File: config.mk
export PLATFORM = sky130hd
export DESIGN_NAME = amoc_accel_mode_offset_control
export DESIGN_NICKNAME = d
export VERILOG_FILES = /design/src/amoc_pkg.sv /design/src/amoc_trim_mem.sv /design/src/amoc_accel_mode_offset_control.sv
export SDC_FILE = /design/constraint.sdc
export NUM_CORES = 1
export LEC_CHECK = 0
export BUFFER_PORTS_ARGS = -buffer_cell sky130_fd_sc_hd__buf_2
export CAP_MARGIN = 10
export CELL_PAD_IN_SITES_DETAIL_PLACEMENT = 1
export CELL_PAD_IN_SITES_GLOBAL_PLACEMENT = 2
export CORE_MARGIN = 1
export CORE_UTILIZATION = 36
export DETAILED_ROUTE_END_ITERATION = 6
export HOLD_SLACK_MARGIN = 0.05
export PLACE_DENSITY = 0.8
export SYNTH_ARGS = -nofsm -noshare
export SYNTH_HDL_FRONTEND = slang
export SYNTH_SLANG_ARGS = --single-unit
export TNS_END_PERCENT = 50
File: constraint.sdc
create_clock -name sys_clk_in -period 15.3 [get_ports sys_clk_in]
set_clock_uncertainty 0.1 [all_clocks]
set_input_delay 1.53 -clock sys_clk_in [delete_from_list [all_inputs] [get_ports sys_clk_in]]
set_output_delay 1.53 -clock sys_clk_in [all_outputs]
set_load 0.05 [all_outputs]
File: src/amoc_pkg.sv
package amoc_pkg;

  // ==========================================================
  // operating states
  typedef enum logic [2:0] {
    ST_BOOT = 3'b000,
    ST_OFF = 3'b001,
    ST_STBY = 3'b010,
    ST_WAKE = 3'b011,
    ST_SLEEP = 3'b100
  } amoc_state_t;

  // ==========================================================
  // system mode indicator codes
  localparam logic [1:0] SYSMODE_STBY = 2'h0;
  localparam logic [1:0] SYSMODE_WAKE = 2'h1;
  localparam logic [1:0] SYSMODE_SLEEP = 2'h2;

  // ==========================================================
  // full-scale range codes
  localparam logic [1:0] RANGE_2G = 2'h0;
  localparam logic [1:0] RANGE_4G = 2'h1;
  localparam logic [1:0] RANGE_8G = 2'h2;
  // raw front-end counts per g, shifts to 256, 128, 64 counts/g
  localparam int RAW_PER_G = 1024;
  localparam int SHIFT_2G = 2;
  localparam int SHIFT_4G = 3;
  localparam int SHIFT_8G = 4;

  // ==========================================================
  // register map
  localparam logic [5:0] ADDR_OUT_X_HI = 6'h00;
  localparam logic [5:0] ADDR_OUT_X_LO = 6'h01;
  localparam logic [5:0] ADDR_OUT_Y_HI = 6'h02;
  localparam logic [5:0] ADDR_OUT_Y_LO = 6'h03;
  localparam logic [5:0] ADDR_OUT_Z_HI = 6'h04;
  localparam logic [5:0] ADDR_OUT_Z_LO = 6'h05;
  localparam logic [5:0] ADDR_USER_OFF0 = 6'h06;
  localparam logic [5:0] ADDR_SYSMODE = 6'h0c;
  localparam int NUM_USER_OFF = 6;

  // ==========================================================
  // factory trim store layout and contents
  localparam int TRIM_WORDS = 6;
  localparam int TRIM_GAIN0 = 0;
  localparam int TRIM_OFF0 = 3;
  localparam int GAIN_SHIFT = 7;
  localparam logic [9:0] TRIM_GAIN_DEF = 10'h080;
  localparam logic [9:0] TRIM_OFF_DEF = 10'h000;

  // ==========================================================
  // self-test stimulus in raw counts, per axis
  localparam logic signed [13:0] ST_FORCE_X = 14'sh0040;
  localparam logic signed [13:0] ST_FORCE_Y = 14'sh0040;
  localparam logic signed [13:0] ST_FORCE_Z = 14'sh0100;

  // ==========================================================
  // orientation trip slopes, tan 60 and tan 30 over 1000
  localparam int TAN60_NUM = 1732;
  localparam int TAN30_NUM = 577;
  localparam int TAN_DEN = 1000;

  // ==========================================================
  // timing
  localparam int CLK_MHZ = 25;
  localparam int WAKE_PERIOD_US = 1250;
  localparam int SLEEP_PERIOD_US = 20000;
  localparam int WAKE_CYCLES = WAKE_PERIOD_US * CLK_MHZ;
  localparam int SLEEP_CYCLES = SLEEP_PERIOD_US * CLK_MHZ;

endpackage

File: src/amoc_trim_mem.sv
`timescale 1ns/1ps
module amoc_trim_mem #(
  parameter int DEPTH = amoc_pkg::TRIM_WORDS,
  parameter int WIDTH = 10
) (
  // clock and reset
  input wire logic sys_clk_in,
  input wire logic arst_n_in,
  // read port
  input wire logic [2:0] rd_addr_in,
  output logic [WIDTH-1:0] rd_data_out
);

  // ==========================================================
  // nonvolatile contents
  function automatic logic [WIDTH-1:0] trim_word(input logic [2:0] a);
    if (int'(a) < amoc_pkg::TRIM_OFF0)
      trim_word = WIDTH'(amoc_pkg::TRIM_GAIN_DEF);
    else if (int'(a) < DEPTH)
      trim_word = WIDTH'(amoc_pkg::TRIM_OFF_DEF);
    else
      trim_word = '0;
  endfunction

  // ==========================================================
  // registered read
  always_ff @(posedge sys_clk_in or negedge arst_n_in)
  begin
    if (!arst_n_in)
      rd_data_out <= '0;
    else
      rd_data_out <= trim_word(rd_addr_in);
  end

endmodule

File: src/amoc_accel_mode_offset_control.sv
`timescale 1ns/1ps
module amoc_accel_mode_offset_control #(
  parameter int WAKE_DIV = amoc_pkg::WAKE_CYCLES,
  parameter int SLEEP_DIV = amoc_pkg::SLEEP_CYCLES
) (
  // clock and reset
  input wire logic sys_clk_in,
  input wire logic arst_n_in,
  // supply state pin
  input wire logic power_good_in,
  // control
  input wire logic active_req_in,
  input wire logic self_test_in,
  input wire logic [1:0] range_in,
  input wire logic [1:0] oversample_in,
  input wire logic low_noise_in,
  input wire logic fast_read_in,
  input wire logic auto_sleep_en_in,
  input wire logic [7:0] sleep_timeout_in,
  input wire logic wake_event_in,
  // raw front-end samples
  input wire logic signed [13:0] raw_x_in,
  input wire logic signed [13:0] raw_y_in,
  input wire logic signed [13:0] raw_z_in,
  // host register access
  input wire logic reg_wr_in,
  input wire logic reg_rd_in,
  input wire logic [5:0] reg_addr_in,
  input wire logic [7:0] reg_wdata_in,
  output logic [7:0] reg_rdata_out,
  output logic reg_ack_out,
  // status
  output logic bus_enable_out,
  output logic sample_clk_en_out,
  output logic [1:0] system_mode_indicator_out,
  output logic data_ready_out,
  output logic landscape_out,
  output logic signed [9:0] out_x_out,
  output logic signed [9:0] out_y_out,
  output logic signed [9:0] out_z_out
);

  // ==========================================================
  // state
  typedef struct packed {
    logic pg_meta;
    logic pg_sync;
    amoc_pkg::amoc_state_t st;
    logic [2:0] trim_idx;
    logic [2:0][9:0] gain;
    logic [2:0][9:0] foff;
    logic [5:0][7:0] uoff;
    logic [2:0][16:0] acc;
    logic [2:0] osr_cnt;
    logic [19:0] div_cnt;
    logic [7:0] idle_cnt;
    logic [2:0][9:0] outv;
    logic drdy;
    logic land;
    logic [7:0] rdata;
    logic ack;
  } amoc_state_t;

  amoc_state_t s_reg;
  amoc_state_t s_next;
  logic [9:0] trim_rd_data;

  amoc_trim_mem #(
    .DEPTH(amoc_pkg::TRIM_WORDS),
    .WIDTH(10)
  ) u_trim (
    .sys_clk_in(sys_clk_in),
    .arst_n_in(arst_n_in),
    .rd_addr_in(s_reg.trim_idx),
    .rd_data_out(trim_rd_data)
  );

  // ==========================================================
  // helpers
  function automatic logic signed [13:0] raw_sel(input int a);
    case (a)
      0: raw_sel = raw_x_in;
      1: raw_sel = raw_y_in;
      default: raw_sel = raw_z_in;
    endcase
  endfunction

  function automatic logic signed [13:0] st_force(input int a);
    case (a)
      0: st_force = amoc_pkg::ST_FORCE_X;
      1: st_force = amoc_pkg::ST_FORCE_Y;
      default: st_force = amoc_pkg::ST_FORCE_Z;
    endcase
  endfunction

  function automatic int range_shift(input logic [1:0] r);
    case (r)
      amoc_pkg::RANGE_2G: range_shift = amoc_pkg::SHIFT_2G;
      amoc_pkg::RANGE_4G: range_shift = amoc_pkg::SHIFT_4G;
      amoc_pkg::RANGE_8G: range_shift = amoc_pkg::SHIFT_8G;
      default: range_shift = amoc_pkg::SHIFT_8G;
    endcase
  endfunction

  function automatic logic signed [9:0] sat10(input logic signed [31:0] v);
    if (v > 32'sh1ff)
      sat10 = 10'sh1ff;
    else if (v < -32'sh200)
      sat10 = -10'sh200;
    else
      sat10 = v[9:0];
  endfunction

  function automatic logic [31:0] abs10(input logic signed [9:0] v);
    abs10 = v[9] ? 32'(-32'(v)) : 32'(v);
  endfunction

  // ==========================================================
  // next state
  always_comb
  begin
    logic active;
    logic tick;
    logic last_osr;
    logic [2:0] osr_n;
    logic signed [31:0] smp;
    logic signed [31:0] avg;
    logic signed [31:0] val;
    logic signed [31:0] uo;
    logic signed [9:0] nv;
    logic [31:0] ax;
    logic [31:0] ay;
    s_next = s_reg;
    active = 1'b0;
    tick = 1'b0;
    last_osr = 1'b0;
    osr_n = 3'h0;
    smp = '0;
    avg = '0;
    val = '0;
    uo = '0;
    nv = '0;
    ax = '0;
    ay = '0;
    s_next.pg_meta = power_good_in;
    s_next.pg_sync = s_reg.pg_meta;
    s_next.ack = 1'b0;
    s_next.drdy = 1'b0;

    // mode control
    case (s_reg.st)
      amoc_pkg::ST_BOOT:
      begin
        // index n addresses word n, data for n-1 arrives now
        if (s_reg.trim_idx != 3'h0)
        begin
          if (int'(s_reg.trim_idx) <= amoc_pkg::TRIM_OFF0)
            s_next.gain[s_reg.trim_idx - 3'h1] = trim_rd_data;
          else
            s_next.foff[s_reg.trim_idx - 3'h4] = trim_rd_data;
        end
        if (int'(s_reg.trim_idx) == amoc_pkg::TRIM_WORDS)
          s_next.st = amoc_pkg::ST_OFF;
        else
          s_next.trim_idx = s_reg.trim_idx + 3'h1;
      end
      amoc_pkg::ST_OFF:
      begin
        if (s_reg.pg_sync)
          s_next.st = amoc_pkg::ST_STBY;
      end
      amoc_pkg::ST_STBY:
      begin
        if (active_req_in)
        begin
          s_next.st = amoc_pkg::ST_WAKE;
          // data path subset returns to reset values
          s_next.acc = '0;
          s_next.osr_cnt = '0;
          s_next.div_cnt = '0;
          s_next.idle_cnt = '0;
          s_next.outv = '0;
          s_next.land = 1'b0;
        end
      end
      amoc_pkg::ST_WAKE, amoc_pkg::ST_SLEEP:
      begin
        active = 1'b1;
        if (!active_req_in)
          s_next.st = amoc_pkg::ST_STBY;
      end
      default:
        s_next.st = amoc_pkg::ST_OFF;
    endcase
    if (!s_reg.pg_sync && s_reg.st != amoc_pkg::ST_BOOT)
    begin
      s_next.st = amoc_pkg::ST_OFF;
      active = 1'b0;
    end

    // sample rate divider runs only while active
    if (active)
    begin
      if (s_reg.st == amoc_pkg::ST_SLEEP)
        tick = (int'(s_reg.div_cnt) >= SLEEP_DIV - 1);
      else
        tick = (int'(s_reg.div_cnt) >= WAKE_DIV - 1);
      s_next.div_cnt = tick ? 20'h0 : s_reg.div_cnt + 20'h1;
    end

    // auto-sleep on event-free time-out
    if (active && active_req_in)
    begin
      if (wake_event_in)
      begin
        s_next.idle_cnt = '0;
        s_next.st = amoc_pkg::ST_WAKE;
      end
      else if (auto_sleep_en_in && s_reg.st == amoc_pkg::ST_WAKE && tick)
      begin
        if (s_reg.idle_cnt >= sleep_timeout_in)
        begin
          s_next.st = amoc_pkg::ST_SLEEP;
          s_next.idle_cnt = '0;
        end
        else
          s_next.idle_cnt = s_reg.idle_cnt + 8'h1;
      end
      else if (!auto_sleep_en_in && s_reg.st == amoc_pkg::ST_SLEEP)
        s_next.st = amoc_pkg::ST_WAKE;
    end

    // oversampled acquisition
    osr_n = 3'(1 << oversample_in);
    last_osr = (s_reg.osr_cnt == osr_n - 3'h1);
    if (tick)
    begin
      s_next.osr_cnt = last_osr ? 3'h0 : s_reg.osr_cnt + 3'h1;
      for (int a = 0; a < 3; a++)
      begin
        smp = 32'(raw_sel(a));
        if (self_test_in)
          smp = smp + 32'(st_force(a));
        if (last_osr)
        begin
          avg = (32'(signed'(s_reg.acc[a])) + smp) >>> oversample_in;
          // range scaling keeps one g at 256/128/64
          val = avg >>> range_shift(range_in);
          // gain is unsigned, widened first so the product stays signed
          val = (val * signed'(32'(s_reg.gain[a]))) >>> amoc_pkg::GAIN_SHIFT;
          uo = 32'(signed'({s_reg.uoff[2*a], s_reg.uoff[2*a+1]}));
          val = val + 32'(signed'(s_reg.foff[a])) + uo;
          if (low_noise_in)
            val = (val + 32'(signed'(s_reg.outv[a]))) >>> 1;
          nv = sat10(val);
          s_next.outv[a] = nv;
          s_next.acc[a] = '0;
        end
        else
          s_next.acc[a] = 17'(32'(signed'(s_reg.acc[a])) + smp);
      end
      if (last_osr)
      begin
        s_next.drdy = 1'b1;
        // portrait/landscape with hysteresis band
        ax = abs10(s_next.outv[0]);
        ay = abs10(s_next.outv[1]);
        if (!s_reg.land && ax * 32'(amoc_pkg::TAN_DEN) > ay * 32'(amoc_pkg::TAN60_NUM))
          s_next.land = 1'b1;
        else if (s_reg.land && ax * 32'(amoc_pkg::TAN_DEN) < ay * 32'(amoc_pkg::TAN30_NUM))
          s_next.land = 1'b0;
      end
    end

    // host register access, refused while off or booting
    if ((reg_wr_in || reg_rd_in) && s_reg.st != amoc_pkg::ST_OFF
        && s_reg.st != amoc_pkg::ST_BOOT && s_reg.pg_sync)
    begin
      s_next.ack = 1'b1;
      if (reg_wr_in)
      begin
        for (int i = 0; i < amoc_pkg::NUM_USER_OFF; i++)
          if (reg_addr_in == amoc_pkg::ADDR_USER_OFF0 + 6'(i))
            s_next.uoff[i] = reg_wdata_in;
      end
      else
      begin
        case (reg_addr_in)
          amoc_pkg::ADDR_OUT_X_HI: s_next.rdata = s_reg.outv[0][9:2];
          amoc_pkg::ADDR_OUT_Y_HI: s_next.rdata = s_reg.outv[1][9:2];
          amoc_pkg::ADDR_OUT_Z_HI: s_next.rdata = s_reg.outv[2][9:2];
          amoc_pkg::ADDR_OUT_X_LO: s_next.rdata = fast_read_in ? 8'h00 : {s_reg.outv[0][1:0], 6'h00};
          amoc_pkg::ADDR_OUT_Y_LO: s_next.rdata = fast_read_in ? 8'h00 : {s_reg.outv[1][1:0], 6'h00};
          amoc_pkg::ADDR_OUT_Z_LO: s_next.rdata = fast_read_in ? 8'h00 : {s_reg.outv[2][1:0], 6'h00};
          amoc_pkg::ADDR_SYSMODE: s_next.rdata = {6'h00, sysmode(s_reg.st)};
          default:
          begin
            s_next.rdata = 8'h00;
            for (int i = 0; i < amoc_pkg::NUM_USER_OFF; i++)
              if (reg_addr_in == amoc_pkg::ADDR_USER_OFF0 + 6'(i))
                s_next.rdata = s_reg.uoff[i];
          end
        endcase
      end
    end
  end

  // ==========================================================
  // system mode decode
  function automatic logic [1:0] sysmode(input amoc_pkg::amoc_state_t st);
    case (st)
      amoc_pkg::ST_WAKE: sysmode = amoc_pkg::SYSMODE_WAKE;
      amoc_pkg::ST_SLEEP: sysmode = amoc_pkg::SYSMODE_SLEEP;
      default: sysmode = amoc_pkg::SYSMODE_STBY;
    endcase
  endfunction

  // ==========================================================
  // state register
  always_ff @(posedge sys_clk_in or negedge arst_n_in)
  begin
    if (!arst_n_in)
    begin
      s_reg <= '0;
      s_reg.st <= amoc_pkg::ST_BOOT;
    end
    else
      s_reg <= s_next;
  end

  // ==========================================================
  // outputs
  assign reg_rdata_out = s_reg.rdata;
  assign reg_ack_out = s_reg.ack;
  assign bus_enable_out = (s_reg.st != amoc_pkg::ST_OFF) && (s_reg.st != amoc_pkg::ST_BOOT);
  assign sample_clk_en_out = (s_reg.st == amoc_pkg::ST_WAKE) || (s_reg.st == amoc_pkg::ST_SLEEP);
  assign system_mode_indicator_out = sysmode(s_reg.st);
  assign data_ready_out = s_reg.drdy;
  assign landscape_out = s_reg.land;
  assign out_x_out = s_reg.outv[0];
  assign out_y_out = s_reg.outv[1];
  assign out_z_out = s_reg.outv[2];

endmodule

==> results.yml <==
clock_network:
  cts_hold_buf: 0
  clkSlewWorstSetupHoldPaths_ns: 0.10
  clock-sinks: 186
  cts_root_buffer: "clkbuf_16"
  cts_buffers: 17
  clk_path_buf_depth: 2
  cts_tree: "yes"
  clock_latency_ns: 0.52
  htreeDepth: 4
logic_synthesis:
  synth-adder-area-share_pct: 29.7
  synth_simple_gate_area_share_pct: 16.9
  synth-edff-count: 0
  synth_xor_area_share_pct: 6.37
  synth_most_common_cell: "ha_1"
  synth_compound_area_share_pct: 22.6
  yosys_warnings: 0
  synthTopCellsByCount: "578 x ha_1, 452 x inv_1, 336 x nand2_1"
  synthFlopType: "dfrtp_1"
  synth-seq-cells: 186
  ys_seq_area_share_pct: 12.7
  synth_mux_area_share_pct: 4.72
  synth_top_area_cell: "ha_1"
  syn_avg_cell_area_um2: 8.22
  yosysTopAreaCellShare_pct: 19.8
  yosysUniqueCellTypes: 116
  synthArstFlopShare_pct: 100
  synthCells: 4449
  syn_area_um2: 36600
  yosys-top-cells-area: "ha_1 20%, dfrtp_1 13%, fa_1 9.9%"
  synth_top_family_by_area: "adder cells"
route:
  drcViolationCount: 0
  postRouteAntennaNets: 0
  via_per_inst: 5.36
  totalWireLength_um: 131000
  firstDrtPassIters: 7
  vias: 36600
  wl_per_cell_um: 19.2
  drtIter0Drc: 1589
global_routing:
  grt_pass1_vias: 38800
  grt_pass1_wl_um: 209000
  grt_usage_pct: 25.3
  grt-ovfl-total: 0
  antenna_found_initial: 8
  grt_max_degree: 86
final_layout:
  drive_gt1_share_pct: 26.1
  largest_reg_flops: 143
  area_growth_pct: 29.4
  layout.nets: 6285
  final_util_pct: 47.2
setup_path:
  end_kind: "flip-flop"
  cp.required_ns: 15.65
  worstSetupPathType: "primary input to flip-flop"
  critPathSlowestCell: "fa_1"
  start_kind: "primary input"
  critPathMostFrequentCell: "buf_4"
  path_max_fanout: 5
  slowest_delay_ns: 0.54
  cp.buffers_inverters: 16
  crit_family: "compound AO/OA/AOI/OAI gates"
  worstPathArrival_ns: 15.80
die:
  die_area_um2: 103000
  fp.dieH_um: 321
  die_w_um: 321
  rows: 116
  core_um2: 100000
  pin_count: 124
  initial_utilization_pct: 36.4
timing:
  fin_crit_sh_pct: 101
  hold-worst-slack_ns: 0.264
  finalCriticalPeriod_ns: 15.45
  max_slew_margin_pct: 28.1
  slew_viol_final: 0
  worstMarginPinSlew_ns: 1.05
  max_freq_mhz: 64.7
  rsz0062_at_grt: "yes"
  final_hold_viol_count: 0
  setup_ws_ns: -0.151
  setup_viol: 1
outcome:
  run_status: "finished, violations left"
  violations: "negative setup slack"
job:
  cap_viol_max_count: 0
placed_design:
  port_buffers: 123
  place.gp.congestion: 0.932
  hpwl_um: 108000
hold_path:
  hold_path_class: "flip-flop to flip-flop"
repair_timing:
action,CTS,global route
resized for setup,165,131
endpoints found under the setup margin,1,1
endpoints found under the hold margin,0,0
pin swaps,92,86
buffers inserted,47,16
layer usage:
layer  vias up  global-route usage [%]  wire (µm)
met5         -                       0         11
met3       149                    2.82       4740
met1     18100                    33.1      59800
li1      17800                       -          -
met2       546                    44.1      63200
met4         2                    6.58       3390
cell families (layout without fill, tap and decap cells):
logic type                 after synthesis  count (layout)
adders and majority gates              759             759
AOI/OAI and AO/OA                     1212            1212
DFF                                    186             186
muxes                                  151             151
buffers and inverters                  626            1453
xor gates and xnor gates               259             259
and+or+nand+nor                       1254            1254
other                                    2             191
placed cells by master (no fill, tap or decap), drive strengths merged, types with 40 or more instances in the layout:
master  Yosys  routed
a211oi     70      70
a21o      106     106
a21oi     279     279
a22o       40      40
a31oi      48      48
and2       47      47
and3       61      61
buf        71     965
conb        2     187
dfrtp     186     186
fa        180     180
ha        578     578
inv       455     461
mux2       87      87
mux2i      56      56
nand2     337     337
nand2b     67      67
nand3     112     112
nand4      50      50
nor2      304     304
nor2b      50      50
nor3       83      83
o21a       44      44
o21ai     278     278
xnor2     172     172
xor2       87      87
path summary, 6_finish.rpt:
kind / startpoint / to / slack, ns / depth (start not counted)
setup / recovery: raw_y_in[0] / landscape_out$_DFF_PN0_ / -0.15 / 78
hold / removal: s_next[237]$_DFF_PN0_ / s_reg[237]$_DFF_PN0_ / 0.26 / 0
setup reg to reg: s_reg[89]$_DFFE_PN0P_ / landscape_out$_DFF_PN0_ / 0.57 / 77
hold reg to reg: s_next[237]$_DFF_PN0_ / s_reg[237]$_DFF_PN0_ / 0.26 / 0
max in group asynchronous: arst_n_in / out_y_out[0]$_DFF_PN0_ / 12.17 / 3
min in group asynchronous: arst_n_in / s_reg[72]$_DFFE_PN0P_ / 0.96 / 1
stage by stage:
stage / area, µm² / std cells / setup WS [ns] / setup TNS (ns)
after global placement: 44800 / 6722 / -1.20 / -1.20
after detailed placement: 44800 / 6722 / -1.64 / -1.64
after floorplan: 37400 / 4634 / 0.00259 / 0
after CTS: 46500 / 6801 / -0.0902 / -0.0902
after global routing: 47300 / 6819 / -0.920 / -0.920
final: 47300 / 6822 / -0.151 / -0.151
worst register-to-register path, delay by kind of cell (launching register included):
kind | cells | cell delay, ns
AO/OA/AOI/OAI | 33 | 5.80
adder cells (fa/ha/maj) | 14 | 4.33
buffers and inverters | 15 | 1.67
AND/OR/NAND/NOR | 10 | 1.56
XOR/XNOR | 4 | 0.54
flip-flops | 1 | 0.40
multiplexers | 1 | 0.24
cell type report:
| cell class | count | area, µm² |
|---|---|---|
| Clock buffer | 19 | 453 |
| Fill cell | 12100 | 53000 |
| Tap cell | 1357 | 1700 |
| Inverter | 456 | 1710 |
| Timing Repair Buffer | 965 | 6990 |
| Sequential cell | 186 | 4650 |
| Antenna cell | 4 | 10.0 |
| Multi-Input combinational cell | 3822 | 31600 |
| Clock inverter | 13 | 171 |
Power is not shown: default switching activity piles up to over one toggle a cycle in this logic, so the estimate is an artifact.
